**src/design/twsp_pkg.sv**
```systemverilog
package twsp_pkg;

  // Bus timing: the fastest serial clock the target accepts sets the quarter period.
  localparam int CLK_PERIOD_NS     = 10;
  localparam int SCL_MIN_PERIOD_NS = 2500;
  localparam int QUARTER_CYC       =
    (SCL_MIN_PERIOD_NS + 4 * CLK_PERIOD_NS - 1) / (4 * CLK_PERIOD_NS);
  localparam int FILT_LEN          = 3;
  localparam int RETRY_MAX         = 2;

  // Software register indices.
  localparam logic [3:0] REG_CTRL    = 4'h0;
  localparam logic [3:0] REG_TARGET  = 4'h1;
  localparam logic [3:0] REG_POINTER = 4'h2;
  localparam logic [3:0] REG_COUNT   = 4'h3;
  localparam logic [3:0] REG_WDATA   = 4'h4;
  localparam logic [3:0] REG_RDATA   = 4'h5;
  localparam logic [3:0] REG_STATUS  = 4'h6;

  // Field positions.
  localparam int CTRL_WRITE_BIT = 0;
  localparam int CTRL_READ_BIT  = 1;
  localparam int STAT_BUSY_BIT  = 0;
  localparam int STAT_DONE_BIT  = 1;
  localparam int STAT_NACK_BIT  = 2;

  // Reset values and target map.
  localparam logic [6:0] TARGET_RESET   = 7'h59;
  localparam logic [7:0] SLAVE_ADDR_PTR = 8'h80;
  localparam logic [2:0] COUNT_RESET    = 3'h1;
  localparam logic [2:0] COUNT_MAX      = 3'h4;
  localparam logic       DIR_WRITE      = 1'b0;
  localparam logic       DIR_READ       = 1'b1;
  localparam logic [3:0] BIT_ACK        = 4'h8;

  // Quarter phases of one serial clock period.
  localparam logic [1:0] PH0 = 2'h0;
  localparam logic [1:0] PH1 = 2'h1;
  localparam logic [1:0] PH2 = 2'h2;
  localparam logic [1:0] PH3 = 2'h3;

  typedef enum logic [1:0] {ST_IDLE, ST_START, ST_BYTE, ST_STOP} twsp_state_e;
  typedef enum logic [2:0] {STG_ADDR_W, STG_PTR, STG_WDATA, STG_ADDR_R, STG_RDATA} twsp_stage_e;

endpackage

```
**src/design/twsp_pin_filter.sv**
```systemverilog
module twsp_pin_filter #(
  parameter int FILT_LEN = 3
) (
  input  wire logic clk,
  input  wire logic reset_n,
  input  wire logic pin,
  output logic      level
);

  localparam int CW = $clog2(FILT_LEN + 1);

  logic          sync1_reg;
  logic          sync2_reg;
  logic [CW-1:0] count_reg;
  logic          level_reg;

  // Idle bus level is high, so the chain resets high.
  always_ff @(posedge clk or negedge reset_n) begin
    if (!reset_n) begin
      sync1_reg <= 1'b1;
      sync2_reg <= 1'b1;
    end else begin
      sync1_reg <= pin;
      sync2_reg <= sync1_reg;
    end
  end

  // A new level is taken only after it has stood for FILT_LEN cycles.
  always_ff @(posedge clk or negedge reset_n) begin
    if (!reset_n) begin
      count_reg <= '0;
      level_reg <= 1'b1;
    end else if (sync2_reg == level_reg) begin
      count_reg <= '0;
    end else if (count_reg == CW'(FILT_LEN - 1)) begin
      count_reg <= '0;
      level_reg <= sync2_reg;
    end else begin
      count_reg <= count_reg + CW'(1);
    end
  end

  assign level = level_reg;

endmodule

```
**src/design/twsp_quarter_tick.sv**
```systemverilog
module twsp_quarter_tick #(
  parameter int QUARTER_CYC = 63
) (
  input  wire logic clk,
  input  wire logic reset_n,
  input  wire logic run,
  output logic      tick
);

  localparam int CW = $clog2(QUARTER_CYC + 1);

  logic [CW-1:0] count_reg;
  logic          tick_reg;

  // Restarting on every run keeps the first quarter of a frame full length.
  always_ff @(posedge clk or negedge reset_n) begin
    if (!reset_n) begin
      count_reg <= '0;
      tick_reg  <= 1'b0;
    end else if (!run) begin
      count_reg <= '0;
      tick_reg  <= 1'b0;
    end else if (count_reg == CW'(QUARTER_CYC - 1)) begin
      count_reg <= '0;
      tick_reg  <= 1'b1;
    end else begin
      count_reg <= count_reg + CW'(1);
      tick_reg  <= 1'b0;
    end
  end

  assign tick = tick_reg;

endmodule

```
**src/design/twsp_host.sv**
```systemverilog
// What this block does
// - Serial clock runs no faster than 400 kHz, with no per-speed setup.
// - This master makes the serial clock and every START and STOP.
// - One bit per clock period; data changes only while the clock is low.
// - START is data falling with clock high; STOP is data rising with clock high.
// - A read turns around with a repeated START instead of STOP plus START.
// - A frame starts only with both lines high; STOP returns the bus to idle.
// - Acknowledge pulls data low across the ninth clock high period.
// - Not-acknowledge leaves data released across the ninth clock.
// - A missing acknowledge ends the frame and the whole frame is retried, up to RETRY_MAX times per command.
// - Bytes go eight bits MSB first, then the acknowledge bit.
// - Direction bit 0 writes, 1 reads.
// - A read ends with not-acknowledge on the last byte wanted.
module twsp_host #(
  parameter int QUARTER_CYC = twsp_pkg::QUARTER_CYC,
  parameter int FILT_LEN    = twsp_pkg::FILT_LEN,
  parameter int RETRY_MAX   = twsp_pkg::RETRY_MAX
) (
  input  wire logic        clk,
  input  wire logic        reset_n,
  input  wire logic [3:0]  sw_addr,
  input  wire logic [31:0] sw_wdata,
  input  wire logic        sw_wr,
  input  wire logic        sw_rd,
  output logic      [31:0] sw_rdata,
  input  wire logic        scl_in,
  output logic             scl_out,
  output logic             scl_oe,
  input  wire logic        sda_in,
  output logic             sda_out,
  output logic             sda_oe
);

  twsp_pkg::twsp_state_e state_reg;
  twsp_pkg::twsp_state_e state_next;
  twsp_pkg::twsp_stage_e stage_reg;
  twsp_pkg::twsp_stage_e stage_next;

  logic [1:0]  phase_reg;
  logic [1:0]  phase_next;
  logic [3:0]  bit_reg;
  logic [3:0]  bit_next;
  logic [7:0]  shift_reg;
  logic [7:0]  shift_next;
  logic [31:0] word_reg;
  logic [31:0] word_next;
  logic [2:0]  left_reg;
  logic [2:0]  left_next;
  logic        nack_seen_reg;
  logic        nack_seen_next;
  logic        sda_oe_reg;
  logic        sda_oe_next;
  logic        scl_oe_reg;
  logic        scl_oe_next;
  logic [31:0] rdata_reg;
  logic [31:0] rdata_next;
  logic        launch;
  logic        finish;
  logic        retry_go;

  logic        pending_reg;
  logic        read_mode_reg;
  logic [1:0]  retry_reg;
  logic        done_reg;
  logic        nack_reg;
  logic [6:0]  target_reg;
  logic [7:0]  pointer_reg;
  logic [2:0]  count_reg;
  logic [31:0] wdata_reg;
  logic [7:0]  first_reg;
  logic [31:0] sw_rdata_reg;
  logic        sda_out_reg;
  logic        scl_out_reg;

  wire logic sda_f;
  wire logic scl_f;
  wire logic tick;

  function automatic logic [7:0] addr_byte(input logic [6:0] a, input logic dir);
    addr_byte = {a, dir};
  endfunction

  // Left-justify the bytes in use so the most significant goes first.
  function automatic logic [31:0] tx_align(input logic [31:0] w, input logic [2:0] n);
    case (n)
      3'h1:    tx_align = {w[7:0], 24'h0000_00};
      3'h2:    tx_align = {w[15:0], 16'h0000};
      3'h3:    tx_align = {w[23:0], 8'h00};
      default: tx_align = w;
    endcase
  endfunction

  twsp_pin_filter #(.FILT_LEN(FILT_LEN)) u_sda_filt (
    .clk     (clk),
    .reset_n (reset_n),
    .pin     (sda_in),
    .level   (sda_f)
  );

  twsp_pin_filter #(.FILT_LEN(FILT_LEN)) u_scl_filt (
    .clk     (clk),
    .reset_n (reset_n),
    .pin     (scl_in),
    .level   (scl_f)
  );

  twsp_quarter_tick #(.QUARTER_CYC(QUARTER_CYC)) u_tick (
    .clk     (clk),
    .reset_n (reset_n),
    .run     (state_reg != twsp_pkg::ST_IDLE),
    .tick    (tick)
  );

  wire logic busy      = pending_reg || (state_reg != twsp_pkg::ST_IDLE);
  wire logic bus_idle  = sda_f && scl_f;
  wire logic last_byte = (left_reg == 3'h1);
  wire logic is_rx     = (stage_reg == twsp_pkg::STG_RDATA);
  wire logic at_ack    = (bit_reg == twsp_pkg::BIT_ACK);
  // Pull low for a zero data bit, or for an acknowledge on any read byte but the last.
  wire logic drive_low = at_ack ? (is_rx && !last_byte) : (!is_rx && !shift_reg[7]);

  wire logic wr_ctrl   = sw_wr && (sw_addr == twsp_pkg::REG_CTRL);
  wire logic go        = wr_ctrl && !busy &&
                         (sw_wdata[twsp_pkg::CTRL_WRITE_BIT] || sw_wdata[twsp_pkg::CTRL_READ_BIT]);
  wire logic cfg_wr    = sw_wr && !busy;
  wire logic clr_flags = sw_wr && (sw_addr == twsp_pkg::REG_STATUS) &&
                         sw_wdata[twsp_pkg::STAT_DONE_BIT];
  wire logic [2:0] count_in = sw_wdata[2:0];
  wire logic [2:0] count_clamped = (count_in == 3'h0) ? 3'h1 :
                                   (count_in > twsp_pkg::COUNT_MAX) ? twsp_pkg::COUNT_MAX : count_in;
  // A successful write that starts at the address location retargets the very next frame.
  wire logic retarget  = finish && !nack_seen_reg && !read_mode_reg &&
                         (pointer_reg == twsp_pkg::SLAVE_ADDR_PTR);
  wire logic [31:0] tx_first = tx_align(wdata_reg, count_reg);

  wire logic [31:0] status_word = {26'h000_0000, retry_reg, 1'b0, nack_reg, done_reg, busy};
  wire logic [31:0] rd_mux =
    (sw_addr == twsp_pkg::REG_TARGET)  ? {25'h000_0000, target_reg} :
    (sw_addr == twsp_pkg::REG_POINTER) ? {24'h00_0000, pointer_reg} :
    (sw_addr == twsp_pkg::REG_COUNT)   ? {29'h0000_0000, count_reg} :
    (sw_addr == twsp_pkg::REG_WDATA)   ? wdata_reg :
    (sw_addr == twsp_pkg::REG_RDATA)   ? rdata_reg :
    (sw_addr == twsp_pkg::REG_STATUS)  ? status_word : 32'h0000_0000;

  always_comb begin
    state_next     = state_reg;
    stage_next     = stage_reg;
    phase_next     = phase_reg;
    bit_next       = bit_reg;
    shift_next     = shift_reg;
    word_next      = word_reg;
    left_next      = left_reg;
    nack_seen_next = nack_seen_reg;
    sda_oe_next    = sda_oe_reg;
    scl_oe_next    = scl_oe_reg;
    rdata_next     = rdata_reg;
    launch         = 1'b0;
    finish         = 1'b0;
    retry_go       = 1'b0;
    case (state_reg)
      twsp_pkg::ST_IDLE: begin
        if (pending_reg && bus_idle) begin
          launch         = 1'b1;
          state_next     = twsp_pkg::ST_START;
          stage_next     = twsp_pkg::STG_ADDR_W;
          phase_next     = twsp_pkg::PH0;
          shift_next     = addr_byte(target_reg, twsp_pkg::DIR_WRITE);
          word_next      = tx_align(wdata_reg, count_reg);
          left_next      = count_reg;
          nack_seen_next = 1'b0;
          rdata_next     = read_mode_reg ? 32'h0000_0000 : rdata_reg;
        end
      end
      twsp_pkg::ST_START: begin
        // From idle or from a low clock: release data, release clock, then pull data.
        if (tick) begin
          case (phase_reg)
            twsp_pkg::PH0: begin
              sda_oe_next = 1'b0;
              phase_next  = twsp_pkg::PH1;
            end
            twsp_pkg::PH1: begin
              scl_oe_next = 1'b0;
              phase_next  = twsp_pkg::PH2;
            end
            twsp_pkg::PH2: begin
              if (scl_f) begin
                sda_oe_next = 1'b1;
                phase_next  = twsp_pkg::PH3;
              end
            end
            default: begin
              scl_oe_next = 1'b1;
              phase_next  = twsp_pkg::PH0;
              bit_next    = 4'h0;
              state_next  = twsp_pkg::ST_BYTE;
            end
          endcase
        end
      end
      twsp_pkg::ST_BYTE: begin
        if (tick) begin
          case (phase_reg)
            twsp_pkg::PH0: begin
              sda_oe_next = drive_low;
              phase_next  = twsp_pkg::PH1;
            end
            twsp_pkg::PH1: begin
              phase_next = twsp_pkg::PH2;
            end
            twsp_pkg::PH2: begin
              scl_oe_next = 1'b0;
              phase_next  = twsp_pkg::PH3;
            end
            default: begin
              if (scl_f) begin
                scl_oe_next = 1'b1;
                phase_next  = twsp_pkg::PH0;
                if (!at_ack) begin
                  shift_next = {shift_reg[6:0], sda_f};
                  bit_next   = bit_reg + 4'h1;
                end else begin
                  bit_next = 4'h0;
                  if (is_rx) begin
                    rdata_next = {rdata_reg[23:0], shift_reg};
                    left_next  = left_reg - 3'h1;
                    if (last_byte) begin
                      state_next = twsp_pkg::ST_STOP;
                    end
                  end else if (sda_f) begin
                    nack_seen_next = 1'b1;
                    state_next     = twsp_pkg::ST_STOP;
                  end else begin
                    case (stage_reg)
                      twsp_pkg::STG_ADDR_W: begin
                        stage_next = twsp_pkg::STG_PTR;
                        shift_next = pointer_reg;
                      end
                      twsp_pkg::STG_PTR: begin
                        if (read_mode_reg) begin
                          stage_next = twsp_pkg::STG_ADDR_R;
                          state_next = twsp_pkg::ST_START;
                          shift_next = addr_byte(target_reg, twsp_pkg::DIR_READ);
                        end else begin
                          stage_next = twsp_pkg::STG_WDATA;
                          shift_next = word_reg[31:24];
                          word_next  = {word_reg[23:0], 8'h00};
                        end
                      end
                      twsp_pkg::STG_WDATA: begin
                        left_next  = left_reg - 3'h1;
                        shift_next = word_reg[31:24];
                        word_next  = {word_reg[23:0], 8'h00};
                        if (last_byte) begin
                          state_next = twsp_pkg::ST_STOP;
                        end
                      end
                      default: begin
                        stage_next = twsp_pkg::STG_RDATA;
                      end
                    endcase
                  end
                end
              end
            end
          endcase
        end
      end
      default: begin
        // Data low under a low clock, release clock, then release data.
        if (tick) begin
          case (phase_reg)
            twsp_pkg::PH0: begin
              sda_oe_next = 1'b1;
              phase_next  = twsp_pkg::PH1;
            end
            twsp_pkg::PH1: begin
              scl_oe_next = 1'b0;
              phase_next  = twsp_pkg::PH2;
            end
            twsp_pkg::PH2: begin
              if (scl_f) begin
                sda_oe_next = 1'b0;
                phase_next  = twsp_pkg::PH3;
              end
            end
            default: begin
              phase_next = twsp_pkg::PH0;
              state_next = twsp_pkg::ST_IDLE;
              if (nack_seen_reg && (retry_reg != 2'h0)) begin
                retry_go = 1'b1;
              end else begin
                finish = 1'b1;
              end
            end
          endcase
        end
      end
    endcase
  end

  always_ff @(posedge clk or negedge reset_n) begin
    if (!reset_n) begin
      state_reg     <= twsp_pkg::ST_IDLE;
      stage_reg     <= twsp_pkg::STG_ADDR_W;
      phase_reg     <= twsp_pkg::PH0;
      bit_reg       <= 4'h0;
      shift_reg     <= 8'h00;
      word_reg      <= 32'h0000_0000;
      left_reg      <= 3'h0;
      nack_seen_reg <= 1'b0;
      sda_oe_reg    <= 1'b0;
      scl_oe_reg    <= 1'b0;
      rdata_reg     <= 32'h0000_0000;
    end else begin
      state_reg     <= state_next;
      stage_reg     <= stage_next;
      phase_reg     <= phase_next;
      bit_reg       <= bit_next;
      shift_reg     <= shift_next;
      word_reg      <= word_next;
      left_reg      <= left_next;
      nack_seen_reg <= nack_seen_next;
      sda_oe_reg    <= sda_oe_next;
      scl_oe_reg    <= scl_oe_next;
      rdata_reg     <= rdata_next;
    end
  end

  // Command, retry and completion flags; a completion beats a clear in the same cycle.
  always_ff @(posedge clk or negedge reset_n) begin
    if (!reset_n) begin
      pending_reg   <= 1'b0;
      read_mode_reg <= 1'b0;
      retry_reg     <= 2'h0;
      done_reg      <= 1'b0;
      nack_reg      <= 1'b0;
    end else begin
      pending_reg   <= go || retry_go || (pending_reg && !launch);
      read_mode_reg <= go ? sw_wdata[twsp_pkg::CTRL_READ_BIT] : read_mode_reg;
      retry_reg     <= go ? 2'(RETRY_MAX) : (retry_go ? retry_reg - 2'h1 : retry_reg);
      done_reg      <= finish || (done_reg && !clr_flags);
      nack_reg      <= (finish && nack_seen_reg) || (nack_reg && !clr_flags);
    end
  end

  // Setup registers ignore software writes while a frame is pending or running; target_reg can still be retargeted as the frame finishes.
  always_ff @(posedge clk or negedge reset_n) begin
    if (!reset_n) begin
      target_reg  <= twsp_pkg::TARGET_RESET;
      pointer_reg <= 8'h00;
      count_reg   <= twsp_pkg::COUNT_RESET;
      wdata_reg   <= 32'h0000_0000;
      first_reg   <= 8'h00;
    end else begin
      if (retarget) begin
        target_reg <= first_reg[7:1];
      end else if (cfg_wr && (sw_addr == twsp_pkg::REG_TARGET)) begin
        target_reg <= sw_wdata[6:0];
      end
      if (cfg_wr && (sw_addr == twsp_pkg::REG_POINTER)) begin
        pointer_reg <= sw_wdata[7:0];
      end
      if (cfg_wr && (sw_addr == twsp_pkg::REG_COUNT)) begin
        count_reg <= count_clamped;
      end
      if (cfg_wr && (sw_addr == twsp_pkg::REG_WDATA)) begin
        wdata_reg <= sw_wdata;
      end
      if (go) begin
        first_reg <= tx_first[31:24];
      end
    end
  end

  // Open-drain pins: the driven level is always low.
  always_ff @(posedge clk or negedge reset_n) begin
    if (!reset_n) begin
      sw_rdata_reg <= 32'h0000_0000;
      sda_out_reg  <= 1'b0;
      scl_out_reg  <= 1'b0;
    end else begin
      sw_rdata_reg <= sw_rd ? rd_mux : 32'h0000_0000;
      sda_out_reg  <= 1'b0;
      scl_out_reg  <= 1'b0;
    end
  end

  assign sw_rdata = sw_rdata_reg;
  assign sda_out  = sda_out_reg;
  assign scl_out  = scl_out_reg;
  assign sda_oe   = sda_oe_reg;
  assign scl_oe   = scl_oe_reg;

endmodule

```
**config.mk**
```make
export PLATFORM = sky130hd
export DESIGN_NAME = twsp_host
export DESIGN_NICKNAME = d
export VERILOG_FILES = /design/src/design/twsp_pkg.sv /design/src/design/twsp_pin_filter.sv /design/src/design/twsp_quarter_tick.sv /design/src/design/twsp_host.sv
export SDC_FILE = /design/constraint.sdc
export NUM_CORES = 1
export LEC_CHECK = 0
export ABC_CLOCK_PERIOD_IN_PS = 3100
export CORE_MARGIN = 2
export CORE_UTILIZATION = 30
export DETAILED_ROUTE_END_ITERATION = 10
export DONT_BUFFER_PORTS = 1
export PLACE_DENSITY_LB_ADDON = 0.3
export SLEW_MARGIN = 5
export SYNTH_ARGS = -nofsm -noshare
export SYNTH_HDL_FRONTEND = slang
export SYNTH_HIERARCHICAL = 1
export SYNTH_SLANG_ARGS = --single-unit
export TNS_END_PERCENT = 1
```
**constraint.sdc**
```tcl
create_clock -name clk -period 3.1 [get_ports clk]
set_clock_uncertainty 0.2 [all_clocks]
set_input_delay 0.155 -clock clk [delete_from_list [all_inputs] [get_ports clk]]
set_output_delay 0.155 -clock clk [all_outputs]
set_load 0.05 [all_outputs]
```
Yosys cells after proc, flatten, opt, wreduce, memory -nomap -nowiden
Index checks and enable logic that the tools add are counted.
{"block": "totals", "out_inout_bits": 36, "reg_bits": 202, "wordCells": 298}
{"block": "op_classes", "n_lt_le_gt_ge": 1, "n_mux": 134, "add_sub_neg": 6, "n_eq_ne": 55, "reduce_logical": 67, "bitwise_logic": 3}
{"operator": "2-to-1 mux 32 bit", "n": 21}
{"operator": "case mux 32 bit (2 select lines)", "n": 3}
{"operator": "case mux 32 bit (3 select lines)", "n": 1}
{"operator": "2-to-1 mux 8 bit", "n": 8}
{"operator": "2-to-1 mux 3 bit", "n": 17}
{"operator": "2-to-1 mux 2 bit", "n": 24}
{"operator": "AND reduction 8 bit", "n": 4}
{"operator": "2-to-1 mux 1 bit", "n": 31}
{"operator": "2-to-1 mux 4 bit", "n": 6}
{"operator": "inequality test 2 bit, second input constant", "n": 12}
{"operator": "case mux 8 bit (3 select lines)", "n": 1}
{"operator": "logical AND 1 bit", "n": 22}
{"operator": "2-to-1 mux 6 bit", "n": 3}
{"operator": "case mux 2 bit (3 select lines)", "n": 3}
{"operator": "AND reduction 6 bit", "n": 3}
{"operator": "case mux 8 bit (2 select lines)", "n": 1}
{"operator": "nonzero test 2 bit", "n": 8}
{"operator": "2-to-1 mux 7 bit", "n": 2}
{"operator": "equality test 4 x 3 -> 1 bit, second input constant", "n": 3}
{"operator": "inequality test 3 bit, second input constant", "n": 4}
{"operator": "case mux 3 bit (2 select lines)", "n": 2}
{"operator": "AND reduction 11 bit", "n": 1}
{"operator": "inequality test 2 x 1 -> 1 bit, second input constant", "n": 5}
{"operator": "inequality test 5 x 2 -> 1 bit, second input constant", "n": 2}
{"operator": "39 further kinds", "n": 79}

Depth between registers and ports, before layout
{"block": "depth", "ltp_word": 10, "depth_mapped": 9, "mapped_depth_nobuf": 6}

Cells and area by module
The synthesis kept the hierarchy.
{"mod": "twsp_host", "n_inst": 1, "area_each_um2": 9654.3, "seq_area_each_um2": 4610.7, "cells_per_inst": 921}
{"mod": "twsp_pin_filter", "n_inst": 2, "area_each_um2": 178.9, "seq_area_each_um2": 128.9, "cells_per_inst": 10}
{"mod": "twsp_quarter_tick", "n_inst": 1, "area_each_um2": 310.3, "seq_area_each_um2": 175.2, "cells_per_inst": 29}

Worst setup path after synthesis
No wires, ideal clock.
{"block": "synth_path", "kind": "register to register", "from": "register state_reg[0]", "to": "register first_reg[1]", "setup_slack_ns": 0.704, "arrival_ns": 2.071, "synth_period_minus_slack_ns": 2.396, "stages_incl_launch_ff": 9, "setup_ns": 0.125, "path_cell_list": "dfrtp_1 inv_1 ha_1 buf_2 nand3b_1 or3_1 nor2_1 buf_2 mux2_2"}
{"block": "synth_between", "elab_chain_cells": 5}
{"element": "start: declaration", "line": "twsp_host.sv:34", "rtl": "twsp_pkg::twsp_state_e state_reg;"}
{"element": "start signal: assignment", "line": "twsp_host.sv:304", "rtl": "state_reg <= twsp_pkg::ST_IDLE;"}
{"element": "start signal: assignment", "line": "twsp_host.sv:316", "rtl": "state_reg <= state_next;"}
{"element": "nonzero test 2 bit", "line": "twsp_host.sv:114", "rtl": "wire logic busy = pending_reg || (state_reg != twsp_pkg::ST_IDLE);"}
{"element": "logical OR 1 bit", "line": "twsp_host.sv:114"}
{"element": "logical NOT 1 bit", "line": "twsp_host.sv:123", "rtl": "wire logic go = wr_ctrl && !busy &&"}
{"element": "logical AND 1 bit (2 in series)", "line": "twsp_host.sv:123"}
{"element": "end signal: assignment", "line": "twsp_host.sv:371", "rtl": "first_reg <= tx_first[31:24];"}
{"element": "end: declaration", "line": "twsp_host.sv:70", "rtl": "logic [7:0] first_reg;"}
No other way between the ends.
A chain may end at the register's enable or synchronous reset.

Worst setup path after layout
{"block": "layout_path", "from": "input port sw_addr[0]", "to": "register sw_rdata_reg[3] (netlist: sw_rdata[3])"}
{"block": "layout_between", "elab_chain_cells": 7, "elab_cells_between_ends": 11}
{"element": "start: declaration", "line": "twsp_host.sv:21", "rtl": "input wire logic [3:0] sw_addr,"}
{"element": "equality test 4 x 3 -> 1 bit", "line": "twsp_host.sv:142", "rtl": "(sw_addr == twsp_pkg::REG_RDATA) ? rdata_reg :"}
{"element": "2-to-1 mux 32 bit", "line": "twsp_host.sv:142"}
{"element": "2-to-1 mux 32 bit", "line": "twsp_host.sv:141", "rtl": "(sw_addr == twsp_pkg::REG_WDATA) ? wdata_reg :"}
{"element": "2-to-1 mux 32 bit", "line": "twsp_host.sv:140", "rtl": "(sw_addr == twsp_pkg::REG_COUNT) ? {29'h0000_0000, count_reg} :"}
{"element": "2-to-1 mux 32 bit", "line": "twsp_host.sv:139", "rtl": "(sw_addr == twsp_pkg::REG_POINTER) ? {24'h00_0000, pointer_reg} :"}
{"element": "2-to-1 mux 32 bit *", "line": "twsp_host.sv:138", "rtl": "(sw_addr == twsp_pkg::REG_TARGET) ? {25'h000_0000, target_reg} :"}
{"element": "2-to-1 mux 32 bit *", "line": "twsp_host.sv:383", "rtl": "sw_rdata_reg <= sw_rd ? rd_mux : 32'h0000_0000;"}
{"element": "end signal: assignment", "line": "twsp_host.sv:383"}
{"element": "end: declaration", "line": "twsp_host.sv:71", "rtl": "logic [31:0] sw_rdata_reg;"}
Every way passes the cells marked *; elsewhere a longest branch is shown, timed or not.

==> metrics.cfg <==
[floorplanning]
core-area_sq_um=33700
die_h_um=189
ioPinCount=78
fp.dieW_um=189
start_util_pct=30.6
design.die.area_sq_um=35900
rows=67

[sta]
fmax_ghz=0.366
tns_ps=0
slew-limit-headroom_pct=44.7
rsz0062_at_grt=no
fin_crit_sh_pct=88.2
finalWorstSetupSlack_ps=365
final_hold_viol_count=201
tightest_slew_ps=827
period_minus_slack_ps=2730
hold_slack_ps=-855
setup_violations=0
drv_slew=0

[global_routing]
grt_max_degree=202
grt_pass1_vias=7719
antenna_found_initial=0
grt_pass1_wl_um=46100
grt_overflow=0
grt_usage_pct=16.2

[worst_setup_path]
start_kind=input pin
max_stage_delay_ps=1080
path_cells=dlygate4sd3_1 > nor3b_1 > dlygate4sd3_1 > a32oi_1 > dlygate4sd3_1 > nor2_1 > o21a_1
worst_path_max_delay_cell=dlygate4sd3_1
cp.required_ps=3300
path_class=in2reg
path_common_cell=dlygate4sd3_1
worstSetupEndpointType=flip-flop
arrival_ps=2940
crit_fanout=14

[synth]
synth-compound-area-share_pct=13.4
synth_top_family_by_area=multiplexers
synth-seq-area-share_pct=48.9
yosys-top-cells-area=dfrtp_1 46%, mux2i_1 6.7%, mux2_2 6.0%, nand2_1 2.9%, dfstp_2 2.8%
synth-simple-area-share_pct=14.3
synthCells=970
synth-xor-area-share_pct=0.679
dominantRegCellSynth=dfrtp_1
synth_cell_type_count=79
synth.avg_cell_area_sq_um=10.6
yosys_register_bits=201
synthMuxAreaShare_pct=16.2
postSynth.asyncResetShare_pct=100
synth_edf_count=0
yosysTopAreaCellShare_pct=46.1
yosys_warnings=6
syn_area_sq_um=10300
synth_top_area_cell=dfrtp_1
synthAdderAreaFrac_pct=1.82

[final_layout]
n_antenna_cell=0
layout_common_cells=190 x dfrtp_1, 80 x nand2_1, 69 x mux2i_1
utilization_pct=36.3
drive_above_1_share_pct=16.3
synthToLayoutAreaGrowth_pct=18.4
nets=1068
layout_commonest_cell=dfrtp_1

[clock_network]
post_cts_buffers=0
cts_made_buffers=24
cts_max_level=1
ctsResizeCount=0
root_buffer=clkbuf_16
clock_latency_ps=520
clk_pin_slew_ps=60
cts_hold_buf=48
clkSinkCount=201
ctsLongestPathBuffers=3
tritoncts=yes

[pwr]
vdd_ir_drop_max_mv=0.554
total_power_mw=11.8
leakage_nw=5.27
power_density_nw_per_um2=963

[route]
wirelength_um=28800
drtIter0Drc=545
vias=7720
dr.pass1.iters=6
wl_per_cell_um=19.5
remaining_drc_errors=0
postRouteAntennaNets=0
viasPerCell=5.23

[place]
gp_congestion=0.819
port_buffers=0
preCtsSetupSlack_ps=432
place.detailed.hpwl_um=19600

[status]
violations=negative hold slack
outcome=finished, violations left

[hold_path]
hold_class=in2async

[run]
maxCapViolCount=0

-- worst max-delay path: cells and delay by family --
| kind | cells | cell delay, ps |
|---|---|---|
| simple gates | 2 | 180 |
| buf+inv | 3 | 2250 |
| compound gates | 2 | 340 |
-- synth_stat cells (21+ instances only) --
master and number:
inv_1 52, mux2_1 24, buf_2 22, nor2_1 66, nand2b_1 21, nand2_1 80, a21oi_1 37, clkbuf_1 32
mux2_2 55, mux2i_1 69, dfrtp_1 190, a22oi_1 27, o21ai_0 35
-- cell families (layout without fill, tap and decap cells) --
group,count (synthesis),in the layout
flip-flops,201,201
buffers and inverters,116,173
XOR/XNOR,8,8
multiplexers,154,154
AO/OA/AOI/OAI,195,195
AND/OR/NAND/NOR,280,280
adder cells (fa/ha/maj),15,15
other,1,2
-- metrics by stage --
step / cells / area (sq um)
5_1_grt: 1476 / 12200
4_1_cts: 1476 / 12200
3_3_place_gp: 1385 / 10900
3_5_place_dp: 1385 / 10900
2_1_floorplan: 971 / 10300
6_report: 1476 / 12200
-- final timing paths --
| check | from | depth (start not counted) | end | slack, ps |
|---|---|---|---|---|
| hold reg to reg | u_scl_filt/sync1_reg | 0 | u_scl_filt/sync2_reg | 150 |
| max in group asynchronous | reset_n | 0 | word_reg[17] | 3010 |
| setup / recovery | sw_addr[0] | 7 | sw_rdata[3] | 370 |
| setup reg to reg | state_reg[0] | 7 | first_reg[5] | 430 |
| hold / removal | reset_n | 0 | u_sda_filt/count_reg[0] | -860 |
| min in group clk | sw_addr[1] | 4 | sw_rdata[3] | 40 |
-- per-layer routing --
layer,up-vias,track usage (%),wire (um)
li1,3559,-,-
met1,3958,22.6,13400
met2,166,26.5,13700
met3,37,2.02,1130
met4,0,4.20,561
met5,-,0,0
-- power by group --
group | internal (mW) | switching [mW] | total (mW)
sequential | 3.54 | 1.22 | 4.76
clock | 1.80 | 1.11 | 2.91
combinational | 1.98 | 2.13 | 4.10
-- area by class of cell --
cell class,count,area [sq um]
Clock buffer,34,729
Clock inverter,9,104
Fill cell,3357,21500
Inverter,53,199
Multi-Input combinational cell,654,4850
Sequential cell,201,5040
Tap cell,448,561
Timing Repair Buffer,77,736
Note: power is estimated with default switching activity, not from simulation.
